## config.mk

```make
export PLATFORM = sky130hd
export DESIGN_NAME = clkgen_top
export DESIGN_NICKNAME = d
export VERILOG_FILES = /design/src/clkgen_sync.v /design/src/clkgen_tick_div.v /design/src/clkgen_top.v
export VERILOG_INCLUDE_DIRS = /design/src /design/src/common
export SDC_FILE = /design/constraint.sdc
export NUM_CORES = 1
export LEC_CHECK = 0
export BUFFER_PORTS_ARGS = -buffer_cell sky130_fd_sc_hd__buf_2
export CAP_MARGIN = 25
export CORE_MARGIN = 8
export CORE_UTILIZATION = 52
export DETAILED_ROUTE_END_ITERATION = 7
export HOLD_SLACK_MARGIN = 0.02
export PLACE_DENSITY = 0.9
export SLEW_MARGIN = 15
export SYNTH_ARGS = -nofsm -noshare
export SYNTH_HDL_FRONTEND = slang
export SYNTH_SLANG_ARGS = --single-unit
```

## constraint.sdc

```tcl
create_clock -name i_mclk -period 2.6 [get_ports i_mclk]
set_clock_uncertainty 0.1 [all_clocks]
set_input_delay 0.13 -clock i_mclk [delete_from_list [all_inputs] [get_ports i_mclk]]
set_output_delay 0.13 -clock i_mclk [all_outputs]
set_load 0.02 [all_outputs]
```

## src/common/clkgen_defines.vh

```
// Constants for the system clock generator: register address, field
// positions, reset values and timing counts.
// Assumes a 100 MHz i_mclk; every count below is derived from that rate.
`ifndef CLKGEN_DEFINES_VH
`define CLKGEN_DEFINES_VH

// Register map
`define CLKGEN_PIN_MODE_ADDR 16'hff9f
`define CLKGEN_PIN_MODE_RST 8'h00
`define CLKGEN_PIN_MODE_WMASK 8'hc1

// Field positions of the pin mode register
`define CLKGEN_BIT_EXT_INPUT 7
`define CLKGEN_BIT_OSC_SEL 6
`define CLKGEN_BIT_AMP_HIGH 0

// Clock rates in kHz
`define CLKGEN_MCLK_KHZ 100000
`define CLKGEN_FAST_INT_KHZ 16000
`define CLKGEN_SLOW_INT_KHZ 240
`define CLKGEN_AMP_SWITCH_KHZ 10000

// Multiplier ratios
`define CLKGEN_MULT_LOW 8
`define CLKGEN_MULT_HIGH 12

// CPU clock hold after raising the gain bit, least time in ns
`define CLKGEN_AMP_HOLD_NS 5000
`define CLKGEN_MCLK_PERIOD_NS 10
`define CLKGEN_AMP_HOLD_CYC \
  ((`CLKGEN_AMP_HOLD_NS + `CLKGEN_MCLK_PERIOD_NS - 1) / `CLKGEN_MCLK_PERIOD_NS)

// Divider counts that model the internal oscillators (rounded to nearest)
`define CLKGEN_FAST_DIV \
  ((`CLKGEN_MCLK_KHZ + `CLKGEN_FAST_INT_KHZ / 2) / `CLKGEN_FAST_INT_KHZ)
`define CLKGEN_SLOW_DIV \
  ((`CLKGEN_MCLK_KHZ + `CLKGEN_SLOW_INT_KHZ / 2) / `CLKGEN_SLOW_INT_KHZ)

`endif

```

## src/clkgen_sync.v

```verilog
// Two flip-flop synchroniser for a group of asynchronous pin levels.
// Assumes each bit is an independent level; no bus coherence is given.
`default_nettype none

module clkgen_sync #(
  parameter WIDTH = 2
) (
  // Clock and reset
  input wire i_mclk,
  input wire i_rst,
  // Levels in and out
  input wire [WIDTH-1:0] i_async,
  output wire [WIDTH-1:0] o_sync
);

  ////////////////////////////////////////////////////////////////////////
  // One chain per bit; only the second stage is visible outside
  genvar g;
  generate
    for (g = 0; g < WIDTH; g = g + 1) begin : g_bit
      reg meta_r; // First stage, read by the second only
      reg stable_r; // Second stage
      always @(posedge i_mclk or posedge i_rst) begin
        if (i_rst) begin
          meta_r <= 1'b0;
          stable_r <= 1'b0;
        end else begin
          meta_r <= i_async[g];
          stable_r <= meta_r;
        end
      end
      assign o_sync[g] = stable_r;
    end
  endgenerate

endmodule // clkgen_sync

`default_nettype wire

```

## src/clkgen_tick_div.v

```verilog
// Divider that models a free oscillator as a one-cycle tick on i_mclk.
// Assumes i_run is a same-domain level; stopping clears the phase.
`default_nettype none

module clkgen_tick_div #(
  parameter DIV = 6,
  parameter CW = 10
) (
  // Clock and reset
  input wire i_mclk,
  input wire i_rst,
  // Control and output
  input wire i_run,
  output reg o_tick
);

  reg [CW-1:0] cnt_r; // Cycles since last tick
  localparam integer LAST_INT = DIV - 1; // Full-width count before the cut
  localparam [CW-1:0] LAST = LAST_INT[CW-1:0];

  ////////////////////////////////////////////////////////////////////////
  // Count while running; a stopped oscillator emits nothing
  always @(posedge i_mclk or posedge i_rst) begin
    if (i_rst) begin
      cnt_r <= {CW{1'b0}};
      o_tick <= 1'b0;
    end else if (!i_run) begin
      cnt_r <= {CW{1'b0}};
      o_tick <= 1'b0;
    end else if (cnt_r == LAST) begin
      cnt_r <= {CW{1'b0}};
      o_tick <= 1'b1;
    end else begin
      cnt_r <= cnt_r + 1'b1;
      o_tick <= 1'b0;
    end
  end

endmodule // clkgen_tick_div

`default_nettype wire

```

## src/clkgen_top.v

```verilog
// System clock generator: pin mode register, shared clock pins, main
// clock selection, internal oscillator models and the USB multiplier.
// Assumes the CPU drives a same-clock special register access port and
// the control levels of the other clock registers; pins are asynchronous.
`default_nettype none
`include "clkgen_defines.vh"

module clkgen_top #(
  parameter PHASE_W = 16,
  parameter HOLD_W = 10
) (
  // Clock and reset
  input wire i_mclk,
  input wire i_rst,
  // Special register access port
  input wire [15:0] i_addr,
  input wire i_wr,
  input wire i_rd,
  input wire [7:0] i_wdata,
  output reg [7:0] o_rdata,
  // Control levels from the other clock registers and the CPU
  input wire i_stop_instr,
  input wire i_main_osc_halt,
  input wire i_int_osc_stop,
  input wire i_slow_osc_stop,
  input wire i_opt_slow_stop_en,
  input wire i_main_clock_sel,
  input wire i_mult_ratio_select,
  input wire i_mult_halt,
  input wire i_tmr_sel_slow,
  // Port block side of the shared pins
  input wire i_shared_pin_a_dir,
  input wire i_shared_pin_a_port,
  input wire i_shared_pin_b_dir,
  input wire i_shared_pin_b_port,
  // Shared pin pads
  input wire i_resonator_in_pin,
  output reg o_resonator_in_pin,
  output reg o_resonator_in_pin_oe,
  input wire i_resonator_out_pin,
  output reg o_resonator_out_pin,
  output reg o_resonator_out_pin_oe,
  // Pin levels seen by the port block
  output wire [1:0] o_port_pin_lvl,
  // Clock outputs as one-cycle ticks
  output reg o_cpu_tick,
  output reg o_main_tick,
  output reg o_hs_tick,
  output reg o_wdt_tick,
  output reg o_tmr_tick,
  // Status
  output reg o_amp_gain_high,
  output reg o_cpu_hold,
  output reg o_mult_run,
  output reg [PHASE_W-1:0] o_usb_phase
);

  ////////////////////////////////////////////////////////////////////////
  // Mode encodings of the two select bits
  localparam [1:0] MODE_PORT0 = 2'b00;
  localparam [1:0] MODE_RESON = 2'b01;
  localparam [1:0] MODE_PORT1 = 2'b10;
  localparam [1:0] MODE_EXTIN = 2'b11;
  // Counts are integers first, then cut to the register widths on purpose
  localparam integer HOLD_INT = `CLKGEN_AMP_HOLD_CYC;
  localparam integer MULT_LO_INT = `CLKGEN_MULT_LOW;
  localparam integer MULT_HI_INT = `CLKGEN_MULT_HIGH;
  localparam [HOLD_W-1:0] HOLD_CYC = HOLD_INT[HOLD_W-1:0];
  localparam [PHASE_W-1:0] MULT_LO = MULT_LO_INT[PHASE_W-1:0];
  localparam [PHASE_W-1:0] MULT_HI = MULT_HI_INT[PHASE_W-1:0];

  // Pin mode register fields
  reg ext_input_select_r; // Bit 7
  reg osc_select_r; // Bit 6
  reg amp_gain_high_r; // Bit 0
  reg [7:0] clock_pin_mode_reg; // Assembled read view

  // Decoded pin modes
  reg [1:0] pin_mode;
  reg reson_mode;
  reg extin_mode;

  // Synchronised pads and edge history
  wire [1:0] pin_sync;
  reg [1:0] pin_prev_r;
  wire a_rise;
  wire b_rise;

  // Internal oscillator ticks
  wire fast_tick;
  wire slow_tick;
  wire fast_run;
  wire slow_run;

  // High-speed source gating and main clock
  wire hs_enable;
  reg hs_tick_nxt;
  reg main_sel_r;
  reg main_tick_nxt;

  // Gain hold counter
  reg [HOLD_W-1:0] hold_cnt_r;
  wire reg_hit;
  wire amp_rise;

  ////////////////////////////////////////////////////////////////////////
  // Register decode
  assign reg_hit = (i_addr == `CLKGEN_PIN_MODE_ADDR);
  assign amp_rise = reg_hit && i_wr && i_wdata[`CLKGEN_BIT_AMP_HIGH] && !amp_gain_high_r;

  // Pin mode register; only bits 7, 6 and 0 hold state
  always @(posedge i_mclk or posedge i_rst) begin
    if (i_rst) begin
      ext_input_select_r <= 1'b0;
      osc_select_r <= 1'b0;
      amp_gain_high_r <= 1'b0;
    end else if (reg_hit && i_wr) begin
      // Mode bits follow each write; software changes them only while
      // the main oscillator is halted, so no glitch guard is needed here
      ext_input_select_r <= i_wdata[`CLKGEN_BIT_EXT_INPUT];
      osc_select_r <= i_wdata[`CLKGEN_BIT_OSC_SEL];
      amp_gain_high_r <= i_wdata[`CLKGEN_BIT_AMP_HIGH];
    end
  end

  // Read view; reserved bits are constant zero
  always @* begin
    clock_pin_mode_reg = 8'h00;
    clock_pin_mode_reg[`CLKGEN_BIT_EXT_INPUT] = ext_input_select_r;
    clock_pin_mode_reg[`CLKGEN_BIT_OSC_SEL] = osc_select_r;
    clock_pin_mode_reg[`CLKGEN_BIT_AMP_HIGH] = amp_gain_high_r;
  end

  // Read data is registered; unmapped addresses read zero
  always @(posedge i_mclk or posedge i_rst) begin
    if (i_rst) begin
      o_rdata <= 8'h00;
    end else if (i_rd && reg_hit) begin
      o_rdata <= clock_pin_mode_reg & `CLKGEN_PIN_MODE_WMASK;
    end else if (i_rd) begin
      o_rdata <= 8'h00;
    end
  end

  ////////////////////////////////////////////////////////////////////////
  // Pin mode decode
  always @* begin
    pin_mode = {ext_input_select_r, osc_select_r};
    case (pin_mode)
      MODE_RESON: begin
        reson_mode = 1'b1;
        extin_mode = 1'b0;
      end
      MODE_EXTIN: begin
        reson_mode = 1'b0;
        extin_mode = 1'b1;
      end
      MODE_PORT0, MODE_PORT1: begin
        reson_mode = 1'b0;
        extin_mode = 1'b0;
      end
      default: begin
        reson_mode = 1'b0;
        extin_mode = 1'b0;
      end
    endcase
  end

  ////////////////////////////////////////////////////////////////////////
  // Pad drive. In port mode the port direction (0 = output) and latch
  // steer the pad. In resonator mode those settings are ignored; in external clock mode only the second pin ignores them.
  always @* begin
    if (reson_mode) begin
      // Resonator pins: the amplifier drives the second pin inverted
      o_resonator_in_pin = 1'b0;
      o_resonator_in_pin_oe = 1'b0;
      o_resonator_out_pin = !pin_sync[0];
      o_resonator_out_pin_oe = !i_main_osc_halt && !i_stop_instr;
    end else if (extin_mode) begin
      // First pin stays a port, second pin is a clock input
      o_resonator_in_pin = i_shared_pin_a_port;
      o_resonator_in_pin_oe = !i_shared_pin_a_dir;
      o_resonator_out_pin = 1'b0;
      o_resonator_out_pin_oe = 1'b0;
    end else begin
      o_resonator_in_pin = i_shared_pin_a_port;
      o_resonator_in_pin_oe = !i_shared_pin_a_dir;
      o_resonator_out_pin = i_shared_pin_b_port;
      o_resonator_out_pin_oe = !i_shared_pin_b_dir;
    end
  end

  // Pads cross into the clock domain before anything reads them
  clkgen_sync #(
    .WIDTH(2)
  ) u_pin_sync (
    .i_mclk(i_mclk),
    .i_rst(i_rst),
    .i_async({i_resonator_out_pin, i_resonator_in_pin}),
    .o_sync(pin_sync)
  );

  assign o_port_pin_lvl = pin_sync;

  // Edge history for the clock pins
  always @(posedge i_mclk or posedge i_rst) begin
    if (i_rst) begin
      pin_prev_r <= 2'b00;
    end else begin
      pin_prev_r <= pin_sync;
    end
  end

  assign a_rise = pin_sync[0] && !pin_prev_r[0];
  assign b_rise = pin_sync[1] && !pin_prev_r[1];

  ////////////////////////////////////////////////////////////////////////
  // High-speed system clock. Both sources stop on STOP or the halt bit.
  // A 12 or 16 MHz pin clock is sampled at 100 MHz, so each edge is seen.
  assign hs_enable = !i_stop_instr && !i_main_osc_halt;

  always @* begin
    if (!hs_enable) begin
      hs_tick_nxt = 1'b0;
    end else if (reson_mode) begin
      hs_tick_nxt = a_rise;
    end else if (extin_mode) begin
      hs_tick_nxt = b_rise;
    end else begin
      hs_tick_nxt = 1'b0;
    end
  end

  ////////////////////////////////////////////////////////////////////////
  // Internal oscillators
  assign fast_run = !i_stop_instr && !i_int_osc_stop;
  // The slow stop request only counts when the option byte allows it
  assign slow_run = !(i_opt_slow_stop_en && i_slow_osc_stop);

  clkgen_tick_div #(
    .DIV(`CLKGEN_FAST_DIV),
    .CW(4)
  ) u_fast_osc (
    .i_mclk(i_mclk),
    .i_rst(i_rst),
    .i_run(fast_run),
    .o_tick(fast_tick)
  );

  clkgen_tick_div #(
    .DIV(`CLKGEN_SLOW_DIV),
    .CW(10)
  ) u_slow_osc (
    .i_mclk(i_mclk),
    .i_rst(i_rst),
    .i_run(slow_run),
    .o_tick(slow_tick)
  );

  ////////////////////////////////////////////////////////////////////////
  // Main clock select; reset forces the internal fast clock so the CPU
  // always starts from it
  always @(posedge i_mclk or posedge i_rst) begin
    if (i_rst) begin
      main_sel_r <= 1'b0;
    end else begin
      main_sel_r <= i_main_clock_sel;
    end
  end

  always @* begin
    if (main_sel_r) begin
      main_tick_nxt = hs_tick_nxt;
    end else begin
      main_tick_nxt = fast_tick;
    end
  end

  ////////////////////////////////////////////////////////////////////////
  // Gain hold: raising the gain bit stops the CPU clock for a while, so
  // the oscillator can settle at the new bias before code runs again
  always @(posedge i_mclk or posedge i_rst) begin
    if (i_rst) begin
      hold_cnt_r <= {HOLD_W{1'b0}};
    end else if (amp_rise) begin
      hold_cnt_r <= HOLD_CYC;
    end else if (hold_cnt_r != {HOLD_W{1'b0}}) begin
      hold_cnt_r <= hold_cnt_r - 1'b1;
    end
  end

  ////////////////////////////////////////////////////////////////////////
  // Registered clock and status outputs
  always @(posedge i_mclk or posedge i_rst) begin
    if (i_rst) begin
      o_hs_tick <= 1'b0;
      o_main_tick <= 1'b0;
      o_cpu_tick <= 1'b0;
      o_wdt_tick <= 1'b0;
      o_tmr_tick <= 1'b0;
      o_amp_gain_high <= 1'b0;
      o_cpu_hold <= 1'b0;
    end else begin
      o_hs_tick <= hs_tick_nxt;
      o_main_tick <= main_tick_nxt;
      // The slow clock never reaches the CPU path
      o_cpu_tick <= main_tick_nxt && !amp_rise && (hold_cnt_r <= 1);
      o_wdt_tick <= slow_tick;
      o_tmr_tick <= slow_tick && i_tmr_sel_slow;
      o_amp_gain_high <= amp_gain_high_r;
      o_cpu_hold <= amp_rise || (hold_cnt_r > 1);
    end
  end

  ////////////////////////////////////////////////////////////////////////
  // USB multiplier modelled as a phase accumulator: each high-speed
  // edge advances the phase by the ratio, giving 8 or 12 output periods
  // per reference period. Stopping it clears the phase.
  always @(posedge i_mclk or posedge i_rst) begin
    if (i_rst) begin
      o_mult_run <= 1'b0;
      o_usb_phase <= {PHASE_W{1'b0}};
    end else if (i_mult_halt) begin
      o_mult_run <= 1'b0;
      o_usb_phase <= {PHASE_W{1'b0}};
    end else begin
      o_mult_run <= 1'b1;
      if (hs_tick_nxt) begin
        // Ratio bit: 0 selects x8, 1 selects x12
        o_usb_phase <= o_usb_phase + (i_mult_ratio_select ? MULT_HI : MULT_LO);
      end
    end
  end

endmodule // clkgen_top

`default_nettype wire

```

==> results of run 1 <==
-- cell type report --
class	count	area, um2	area share [%]
sequential	61	1530	41.5
multi-input combinational	193	1280	34.7
timing repair buffer	84	495	13.5
clock buffer	12	155	4.22
tap	72	90.1	2.45
clock inverter	4	70.1	1.91
inverter	17	63.8	1.74
-- kinds of logic (layout without fill, tap and decap cells) --
group                      count (synthesis)  in the layout
xor gates and xnor gates                  17             17
and+or+nand+nor                          113            113
DFF                                       61             61
muxes                                      8              8
other                                      1              7
AOI/OAI and AO/OA                         39             39
adders and majority gates                  9              9
buffers and inverters                     30            117
-- metal layers --
metal / vias to the layer above / GRT usage, %
met2: 83 / 29.0
met4: 0 / 10.4
met1: 1155 / 18.4
li1: 1138 / -
met3: 17 / 5.68
met5: - / 0
-- worst max-delay path, delay by kind of cell, from the launching register on --
family | cells | cell delay, ns
compound gates | 2 | 0.67
fa+ha+maj | 2 | 0.38
buf+inv | 1 | 0.05
flops | 1 | 0.37
simple gates | 2 | 0.56
-- power by group through the flow --
stage          clock [uW]  sequential (uW)  combinational, uW
6_report              945             1040                179
5_1_grt              1010             1050                203
2_1_floorplan           0             1050                118
4_1_cts               963             1040                180
3_3_place_gp            0             1060                156
3_5_place_dp            0             1060                166
-- cells in the mapped netlist (2+ instances only) --
library cell and n:
nand4_1 8, o21ai_0 9, nor4_1 4, xor2_1 4, inv_1 17, ha_1 9, and2_1 2, nor2_1 31
mux2i_1 4, dfrtp_1 61, nor3_1 5, nor2b_1 2, o22ai_1 2, nand3_1 13, or3_1 5, o31ai_1 2
a21oi_1 11, buf_4 10, and3_1 3, and4bb_2 2, nand3b_1 2, nand2_1 18, xnor2_1 13, clkbuf_1 3
nand2b_1 2, mux2_2 4, nor3b_1 3, a211oi_1 6
-- worst paths after layout --
path	from	to	slack (ns)	depth (start not counted)
max in group asynchronous	i_rst	hold_cnt_r[8]$_DFFE_PP0P_	1.45	4
setup / recovery	o_usb_phase[2]$_DFFE_PP0P_	o_usb_phase[10]$_DFFE_PP0P_	0.39	7
hold / removal	i_opt_slow_stop_en	u_slow_osc.cnt_r[1]$_DFF_PP0_	0.06	3
setup reg to reg	o_usb_phase[2]$_DFFE_PP0P_	o_usb_phase[10]$_DFFE_PP0P_	0.39	7
min in group asynchronous	i_rst	o_rdata[7]$_DFFE_PP0P_	0.46	4
hold reg to reg	u_pin_sync.g_bit[0].meta_r$_DFF_PP0_	u_pin_sync.g_bit[0].stable_r$_DFF_PP0_	0.25	0
-- registers in the layout, summed over array words and instances, names as in the netlist --
signal / flops
amp_gain_high_r: 1
ext_input_select_r: 1
hold_cnt_r: 10
main_sel_r: 1
o_amp_gain_high: 1
o_cpu_hold: 1
o_cpu_tick: 1
o_hs_tick: 1
o_main_tick: 1
o_mult_run: 1
o_rdata: 3
o_tmr_tick: 1
o_usb_phase: 14
o_wdt_tick: 1
osc_select_r: 1
pin_prev_r: 2
u_fast_osc.cnt_r: 4
u_fast_osc.o_tick: 1
u_pin_sync.g_bit.meta_r: 2
u_pin_sync.g_bit.stable_r: 2
u_slow_osc.cnt_r: 10
u_slow_osc.o_tick: 1
-- metrics by stage --
| step | instance area, um2 | total power [uW] | hold WS [ns] | utilization, % | std cells |
|---|---|---|---|---|---|
| after floorplan | 2950 | 1170 | 0.0614 | - | 284 |
| after CTS | 3680 | 2180 | 0.0384 | 67.2 | 443 |
| after detailed placement | 3310 | 1220 | 0.140 | 60.5 | 413 |
| final | 3680 | 2170 | 0.0591 | 67.2 | 443 |
| after global routing | 3680 | 2260 | 0.0549 | 67.2 | 443 |
| after global placement | 3310 | 1210 | 0.140 | 60.5 | 413 |
-- cells in the final DEF (no fill, tap or decap), drive strengths merged, types with 2 or more instances in the layout --
cell type and n:
or3 5, dfrtp 61, nand3 13, dlygate4sd3 14, nor2 31, nor4b 2
o31ai 2, inv 17, xor2 4, bufinv 2, mux2 4, a211oi 6
nor4 5, nor3 5, clkinv 2, nand4bb 2, nor3b 3, ha 9
nand2b 2, xnor2 13, and4bb 2, clkbuf 12, nand4 8, conb 7
nand4b 2, mux2i 4, o22ai 2, nand2 18, nand3b 2, nor2b 2
a21oi 12, and2 2, buf 70, and3 3, o21ai 10
==> impl_metrics.tcl, run 1 <==
set metrics [dict create \
    netlist_top_cells_area "dfrtp_1 52%, nor2_1 4.0%, xnor2_1 3.9%" \
    grt_usage_pct 17.2 \
    cellInternalPower_uw 1660 \
    synth-edff-count 0 \
    synth_top_area_share_pct 52.1 \
    synth-seq-cells 61 \
    clk_pin_slew_ns 0.07 \
    finalWirelength_mm 6.83 \
    drt.antenna.violating_nets 0 \
    cts.path.max_buffers 2 \
    drive_above_1_share_pct 27.0 \
    drtPass1Iterations 4 \
    maxUsedRoutingLayer "met4" \
    status "finished, final reports clean" \
    normalized_max_slew_margin_pct 50.5 \
    postSynthCellCount 278 \
    met3_length_um 495 \
    die_h_um 91.1 \
    initial_drc_count 85 \
    post_synth_and_or_nand_nor_area_fraction_pct 22.2 \
    clock_sinks 61 \
    htree_num_levels 3 \
    period_needed_ns 2.21 \
    combinational_power_share_pct 8.3 \
    io-pin-count 81 \
    cts.hold.buffers_added 14 \
    tritoncts "built" \
    m1WireLength_mm 2.72 \
    dp.final_hpwl_mm 4.78 \
    synth_fa_ha_area_share_pct 3.84 \
    dieArea_um2 8290 \
    synth.lib_cells_used.distinct 51 \
    crit_chain "ha_1 > inv_1 > ha_1 > nand3b_1 > a2111o_1 > or3_1 > a21oi_1" \
    hold_violation_total_from_the_final_report 0 \
    timing.critical_path.slowest_stage_cell "a2111o_1" \
    period_share_pct 85.1 \
    area_growth_pct 25.5 \
    netlist_area_um2 2930 \
    power_switching_uw 505 \
    cts_resized 0 \
    worst-setup-path-type "register to register" \
    setup_tns_ns 0 \
    final_max_slew_viol_count 0 \
    grt_start_max_net_pins 62 \
    setup_viol_count_final 0 \
    fp-row-count 27 \
    ys_warn_count 0 \
    power.sequential.fraction_pct 48.1 \
    dominant_combinational_cell_family_by_area_after_synthesis "simple AND/OR/NAND/NOR gates" \
    drv_cap 0 \
    async_flop_share_pct 100 \
    start_util_pct 53.5 \
    worst_ep_required_time_ns 2.76 \
    via_per_inst 5.40 \
    io_buffers 68 \
    synth_flop_cell "dfrtp_1" \
    area_fraction_in_compound_gates_after_synthesis_pct 8.67 \
    gp_congestion 0.893 \
    drc_violations_left 0 \
    worst_skew_pair.late_latency_ns 0.34 \
    timing.critical_path.arrival_ns 2.38 \
    worst_pin_slew_ns 0.743 \
    grt_pass1_wl_mm 11.6 \
    ctsRootBufferMaster "clkbuf_8" \
    first_global_vias 2486 \
    critical-path-max-stage-delay_ns 0.50 \
    p_leak_uw 0.00179 \
    met2_length_mm 3.42 \
    setup.worst_path.start_class "register" \
    yosysSeqAreaShare_pct 52.1 \
    vias 2393 \
    synth.largest_area_cell "dfrtp_1" \
    power_per_cell_area_nw_per_um2 589 \
    netSwitchingFraction_pct 23.3 \
    antenna_cells 0 \
    ir_drop_v 0.000492 \
    max_clock_freq_ghz 0.452 \
    timing.critical_path.to_type "register" \
    cts-buffers-inserted 9 \
    rsz0062_at_grt "no" \
    postCtsSetupBuffers 0 \
    path_max_fanout 7 \
    grt-ovfl-total 0 \
    hold_path_class "primary input to register" \
    avgRoutedWirePerCell_um 15.4 \
    synthXorXnorAreaFrac_pct 5.08 \
    die_x_um 91.1 \
    synth_mux_area_share_pct 2.90 \
    p_clk_share_pct 43.6 \
    synth_area_per_cell_um2 10.5 \
    place_worst_setup_slack_ns 0.431 \
    fillCellCount 415 \
    number_of_antenna_violations_at_the_first_check_in_global_routing 0 \
    core_area_um2 5470 \
    crit_top_cell "ha_1" \
    setup_slack_ns 0.387 \
    fin_nets 418 \
]
(Power assumes the default switching activity.)
==> inputs of run 2 (changes only) <==
- CORE_UTILIZATION: 52 -> 43
- PLACE_DENSITY: 0.9 -> 0.79
==> impl_metrics.tcl, run 2 (same netlist as run 1, synthesis figures left out) <==
set metrics [dict create \
    hold_path_class "primary input to register" \
    drive_above_1_share_pct 27.2 \
    finish.cell_count_without_fillers 451 \
    grt_usage_pct 14.8 \
    dp.final_hpwl_mm 5.06 \
    critical-path-max-stage-delay_ns 0.50 \
    clk_pin_slew_ns 0.07 \
    grt_pass1_wl_mm 11.7 \
    ir_drop_v 0.000312 \
    r2r.worst_path.cells 7 \
    fin_nets 419 \
    worstSetupStartpoint "o_usb_phase[2]$_DFFE_PP0P_" \
    final_area_um2 3720 \
    start_util_pct 43.9 \
    grt_start_max_net_pins 23 \
    status "finished, final reports clean" \
    die_h_um 98.6 \
    place_worst_setup_slack_ns 0.393 \
    registers.top_by_ff_count "o_usb_phase" \
    grt-ovfl-total 0 \
    via_per_inst 5.25 \
    drt.antenna.violating_nets 0 \
    timing.reg2reg.setup_slack_ns 0.39 \
    cts.path.max_buffers 2 \
    critical_path_cell_count 7 \
    avgRoutedWirePerCell_um 14.8 \
    antenna_cells 0 \
    r2r_start "o_usb_phase[2]$_DFFE_PP0P_" \
    clock_sinks 61 \
    setup_viol_count_final 0 \
    power_per_cell_area_nw_per_um2 610 \
    timing.critical_path.slowest_stage_cell "a2111o_1" \
    post-layout-total-power_uw 2270 \
    period_share_pct 85.1 \
    place_area_um2 3330 \
    worst_skew_pair.late_latency_ns 0.34 \
    die_x_um 98.6 \
    setup_tns_ns 0 \
    timing.critical_path.arrival_ns 2.37 \
    placed_cells_incl_taps 422 \
    period_needed_ns 2.21 \
    first_global_vias 2502 \
    timing.critical_path.to_type "register" \
    mostFrequentLayoutCell "buf_2" \
    tritoncts "built" \
    fp-row-count 30 \
    drc_violations_left 0 \
    crit_family "compound AO/OA/AOI/OAI gates" \
    htree_num_levels 3 \
    hold_violation_total_from_the_final_report 0 \
    p_leak_uw 0.00180 \
    ctsRootBufferMaster "clkbuf_8" \
    crit_chain "ha_1 > inv_1 > ha_1 > nand3b_1 > a2111o_1 > or3_1 > a21oi_1" \
    drv_cap 0 \
    worst-setup-path-type "register to register" \
    io_buffers 68 \
    setup_slack_ns 0.387 \
    crit_end "o_usb_phase[12]$_DFFE_PP0P_" \
    fillCellCount 575 \
    initial_drc_count 83 \
    rsz0062_at_grt "no" \
    worst_pin_slew_ns 0.574 \
    rr_endpoint "o_usb_phase[12]$_DFFE_PP0P_" \
    max_clock_freq_ghz 0.452 \
    largest_registers "o_usb_phase x14, hold_cnt_r x10, u_slow_osc.cnt_r x10" \
    final_max_slew_viol_count 0 \
    area_growth_pct 26.8 \
    io-pin-count 81 \
    largest_register_ff_count 14 \
    final_cell_mix "68 x buf_2, 61 x dfrtp_1, 31 x nor2_1" \
    dieArea_um2 9710 \
    gp_congestion 0.821 \
    normalized_max_slew_margin_pct 61.4 \
    timing.critical_path.buf_inv 1 \
    cts-buffers-inserted 9 \
    path_max_fanout 7 \
    worst_ep_required_time_ns 2.76 \
    core_area_um2 6680 \
    number_of_antenna_violations_at_the_first_check_in_global_routing 0 \
    vias 2370 \
    drtPass1Iterations 4 \
    hold_start "i_opt_slow_stop_en" \
    crit_top_cell "ha_1" \
    setup.worst_path.start_class "register" \
    finalWirelength_mm 6.66 \
]
==> run 2: through the flow <==
step / hold WS [ns] / util (%)
final: 0.0485 / 55.6
after detailed placement: 0.0642 / 49.8
after global placement: 0.0599 / 49.8
after floorplan: 0.0614 / -
after global routing: 0.0495 / 55.6
after CTS: 0.0311 / 55.6
==> run 2: cell type report <==
type	instances	area (um2)	share of cell area [%]
clock buffers	11	151	4.07
clock inverters	4	95.1	2.56
inverters	17	63.8	1.72
multi-input cells	193	1280	34.3
flip-flops and latches	61	1530	41.1
well taps	80	100	2.69
repair buffers	85	503	13.5
==> run 2: how the worst min path moves through the flow <==
stage / to / slack [ns] / depth (start not counted)
floorplan: main_sel_r$_DFF_PP0_ / 0.06 / 0
global placement: o_cpu_hold$_DFF_PP0_ / 0.06 / 2
detailed placement: o_cpu_hold$_DFF_PP0_ / 0.06 / 2
CTS: u_slow_osc.cnt_r[1]$_DFF_PP0_ / 0.03 / 3
global route: u_slow_osc.cnt_r[1]$_DFF_PP0_ / 0.05 / 3
finish: u_slow_osc.cnt_r[1]$_DFF_PP0_ / 0.05 / 3
==> run 2: power by group <==
| part | internal, uW | switching, uW |
|---|---|---|
| combinational | 82.2 | 96.7 |
| sequential | 992 | 49.4 |
| clock | 682 | 363 |
==> run 2: metal layers <==
| metal | global-route usage, % | vias up | wire length [um] |
|---|---|---|---|
| met1 | 17.0 | 1136 | 2730 |
| met5 | 0 | - | 0 |
| met3 | 6.34 | 14 | 609 |
| met2 | 23.8 | 81 | 3190 |
| met4 | 6.14 | 0 | 133 |
| li1 | - | 1139 | - |
==> run 2: worst min-delay path, stage by stage <==
cell     delay, ns
buf_2         0.09
nand2_1       0.06
and3_1        0.17
==> run 2: what timing repair did <==
action                                 4_1_cts  5_1_grt
buffers inserted                             0        0
hold buffers                                14        0
endpoints found under the hold margin       34        0
gates resized for setup                      0        0
==> inputs of run 3 (changes only) <==
- REMOVE_ABC_BUFFERS: unset -> 1
==> impl_metrics.tcl, run 3 (same netlist as run 1, synthesis figures left out) <==
set metrics [dict create \
    status "finished, final reports clean" \
    finalWirelength_mm 6.32 \
    start_util_pct 43.9 \
    final_max_slew_viol_count 0 \
    cts_resized 0 \
    timing.reg2reg.setup_slack_ns 0.45 \
    clock_sinks 61 \
    die_h_um 98.6 \
    core_area_um2 6680 \
    io_buffers 68 \
    utilization_pct 55.0 \
    drtPass1Iterations 4 \
    timing.critical_path.arrival_ns 2.31 \
    first_global_vias 2446 \
    period_share_pct 82.8 \
    cellInternalPower_uw 1540 \
    drt.antenna.violating_nets 0 \
    ctsRootBufferMaster "clkbuf_8" \
    largest_register_ff_count 14 \
    worst-setup-path-type "register to register" \
    p_leak_uw 0.00178 \
    hold_violation_total_from_the_final_report 0 \
    power.sequential.fraction_pct 51.2 \
    grt-ovfl-total 0 \
    fin_nets 420 \
    gp_congestion 0.907 \
    combinational_power_share_pct 8.7 \
    via_per_inst 5.17 \
    worst_skew_pair.late_latency_ns 0.33 \
    path_max_fanout 7 \
    fp-row-count 30 \
    hold_path_class "primary input to register" \
    netSwitchingFraction_pct 24.3 \
    setup_viol_count_final 0 \
    vias 2342 \
    worst_ep_required_time_ns 2.76 \
    rsz0062_at_grt "no" \
    avgRoutedWirePerCell_um 14.0 \
    drc_violations_left 0 \
    timing.critical_path.to_type "register" \
    setup.worst_path.start_class "register" \
    drive_above_1_share_pct 26.8 \
    htree_num_levels 3 \
    setup_tns_ns 0 \
    area_growth_pct 25.3 \
    drv_cap 0 \
    cts-buffers-inserted 9 \
    cts.hold.buffers_added 15 \
    final_cell_mix "68 x buf_2, 61 x dfrtp_1, 31 x nor2_1" \
    max_clock_freq_ghz 0.464 \
    clk_pin_slew_ns 0.06 \
    placed_cells_incl_taps 422 \
    post-layout-total-power_uw 2030 \
    grt_pass1_wl_mm 10.9 \
    power_per_cell_area_nw_per_um2 554 \
    p_clk_share_pct 40.1 \
    initial_drc_count 56 \
    postCtsSetupBuffers 0 \
    ir_drop_v 0.000303 \
    die_x_um 98.6 \
    power_switching_uw 494 \
    number_of_antenna_violations_at_the_first_check_in_global_routing 0 \
    finish.cell_count_without_fillers 453 \
    largest_registers "o_usb_phase x14, hold_cnt_r x10, u_slow_osc.cnt_r x10" \
    antenna_cells 0 \
    io-pin-count 81 \
    cts.path.max_buffers 2 \
    dieArea_um2 9710 \
    grt_start_max_net_pins 28 \
    period_needed_ns 2.15 \
    grt_usage_pct 14.0 \
    mostFrequentLayoutCell "buf_2" \
    tritoncts "built" \
    dp.final_hpwl_mm 4.76 \
    registers.top_by_ff_count "o_usb_phase" \
    fillCellCount 557 \
]
## run 3: changes by cell type in the layout (fill, tap and decap cells not counted), sizes merged
| cell | previous run | this run |
|---|---|---|
| bufinv | 3 | 1 |
| clkbuf | 11 | 12 |
| clkinv | 1 | 2 |
| clkinvlp | 0 | 1 |
| dlygate4sd3 | 14 | 15 |
## run 3: final cells by class
cell class	instances	area, um2	area share [%]
flip-flops and latches	61	1530	41.6
multi-input cells	193	1280	34.8
well taps	80	100	2.73
repair buffers	86	513	14.0
inverters	17	63.8	1.74
clock buffers	12	145	3.95
clock inverters	4	47.5	1.29
## run 3: path summary, 6_finish.rpt
path,startpoint,endpoint,cells past startpoint
setup / recovery,o_usb_phase[2]$_DFFE_PP0P_,o_usb_phase[12]$_DFFE_PP0P_,7
hold / removal,i_stop_instr,u_fast_osc.cnt_r[1]$_DFF_PP0_,4
setup reg to reg,o_usb_phase[2]$_DFFE_PP0P_,o_usb_phase[12]$_DFFE_PP0P_,7
hold reg to reg,u_pin_sync.g_bit[0].meta_r$_DFF_PP0_,u_pin_sync.g_bit[0].stable_r$_DFF_PP0_,0
max in group asynchronous,i_rst,u_slow_osc.o_tick$_DFF_PP0_,4
min in group asynchronous,i_rst,o_amp_gain_high$_DFF_PP0_,3
## run 3: worst max-delay path, cell delays in order (launching register included)
cell and delay, ns:
dfrtp_1 0.36, ha_1 0.19, inv_1 0.05, ha_1 0.19, nand3b_1 0.18, a2111o_1 0.49
or3_1 0.38, a21oi_1 0.15
## run 3: power groups by stage
| stage | clock (uW) | combinational [uW] | sequential (uW) |
|---|---|---|---|
| 6_report | 816 | 177 | 1040 |
| 5_1_grt | 895 | 201 | 1050 |
| 4_1_cts | 847 | 179 | 1040 |
| 3_5_place_dp | 0 | 165 | 1060 |
| 3_3_place_gp | 0 | 159 | 1060 |
| 2_1_floorplan | 0 | 102 | 1050 |
## run 3: stage by stage
stage	hold slack (ns)	area, um2	worst slack, ns
final	0.0636	3670	0.447
after global placement	-0.0217	3330	0.523
after CTS	0.0391	3670	0.450
after global routing	0.0655	3670	0.299
after detailed placement	-0.0186	3330	0.468
after floorplan	0.0614	2870	0.445
## run 3: routing by layer
layer / GRT usage (%) / part of all wire [%] / wire, um
met1: 16.8 / 46 / 2920
met3: 5.21 / 6.9 / 434
met2: 21.3 / 45 / 2820
met4: 7.56 / 2.3 / 144
met5: 0 / 0 / 0
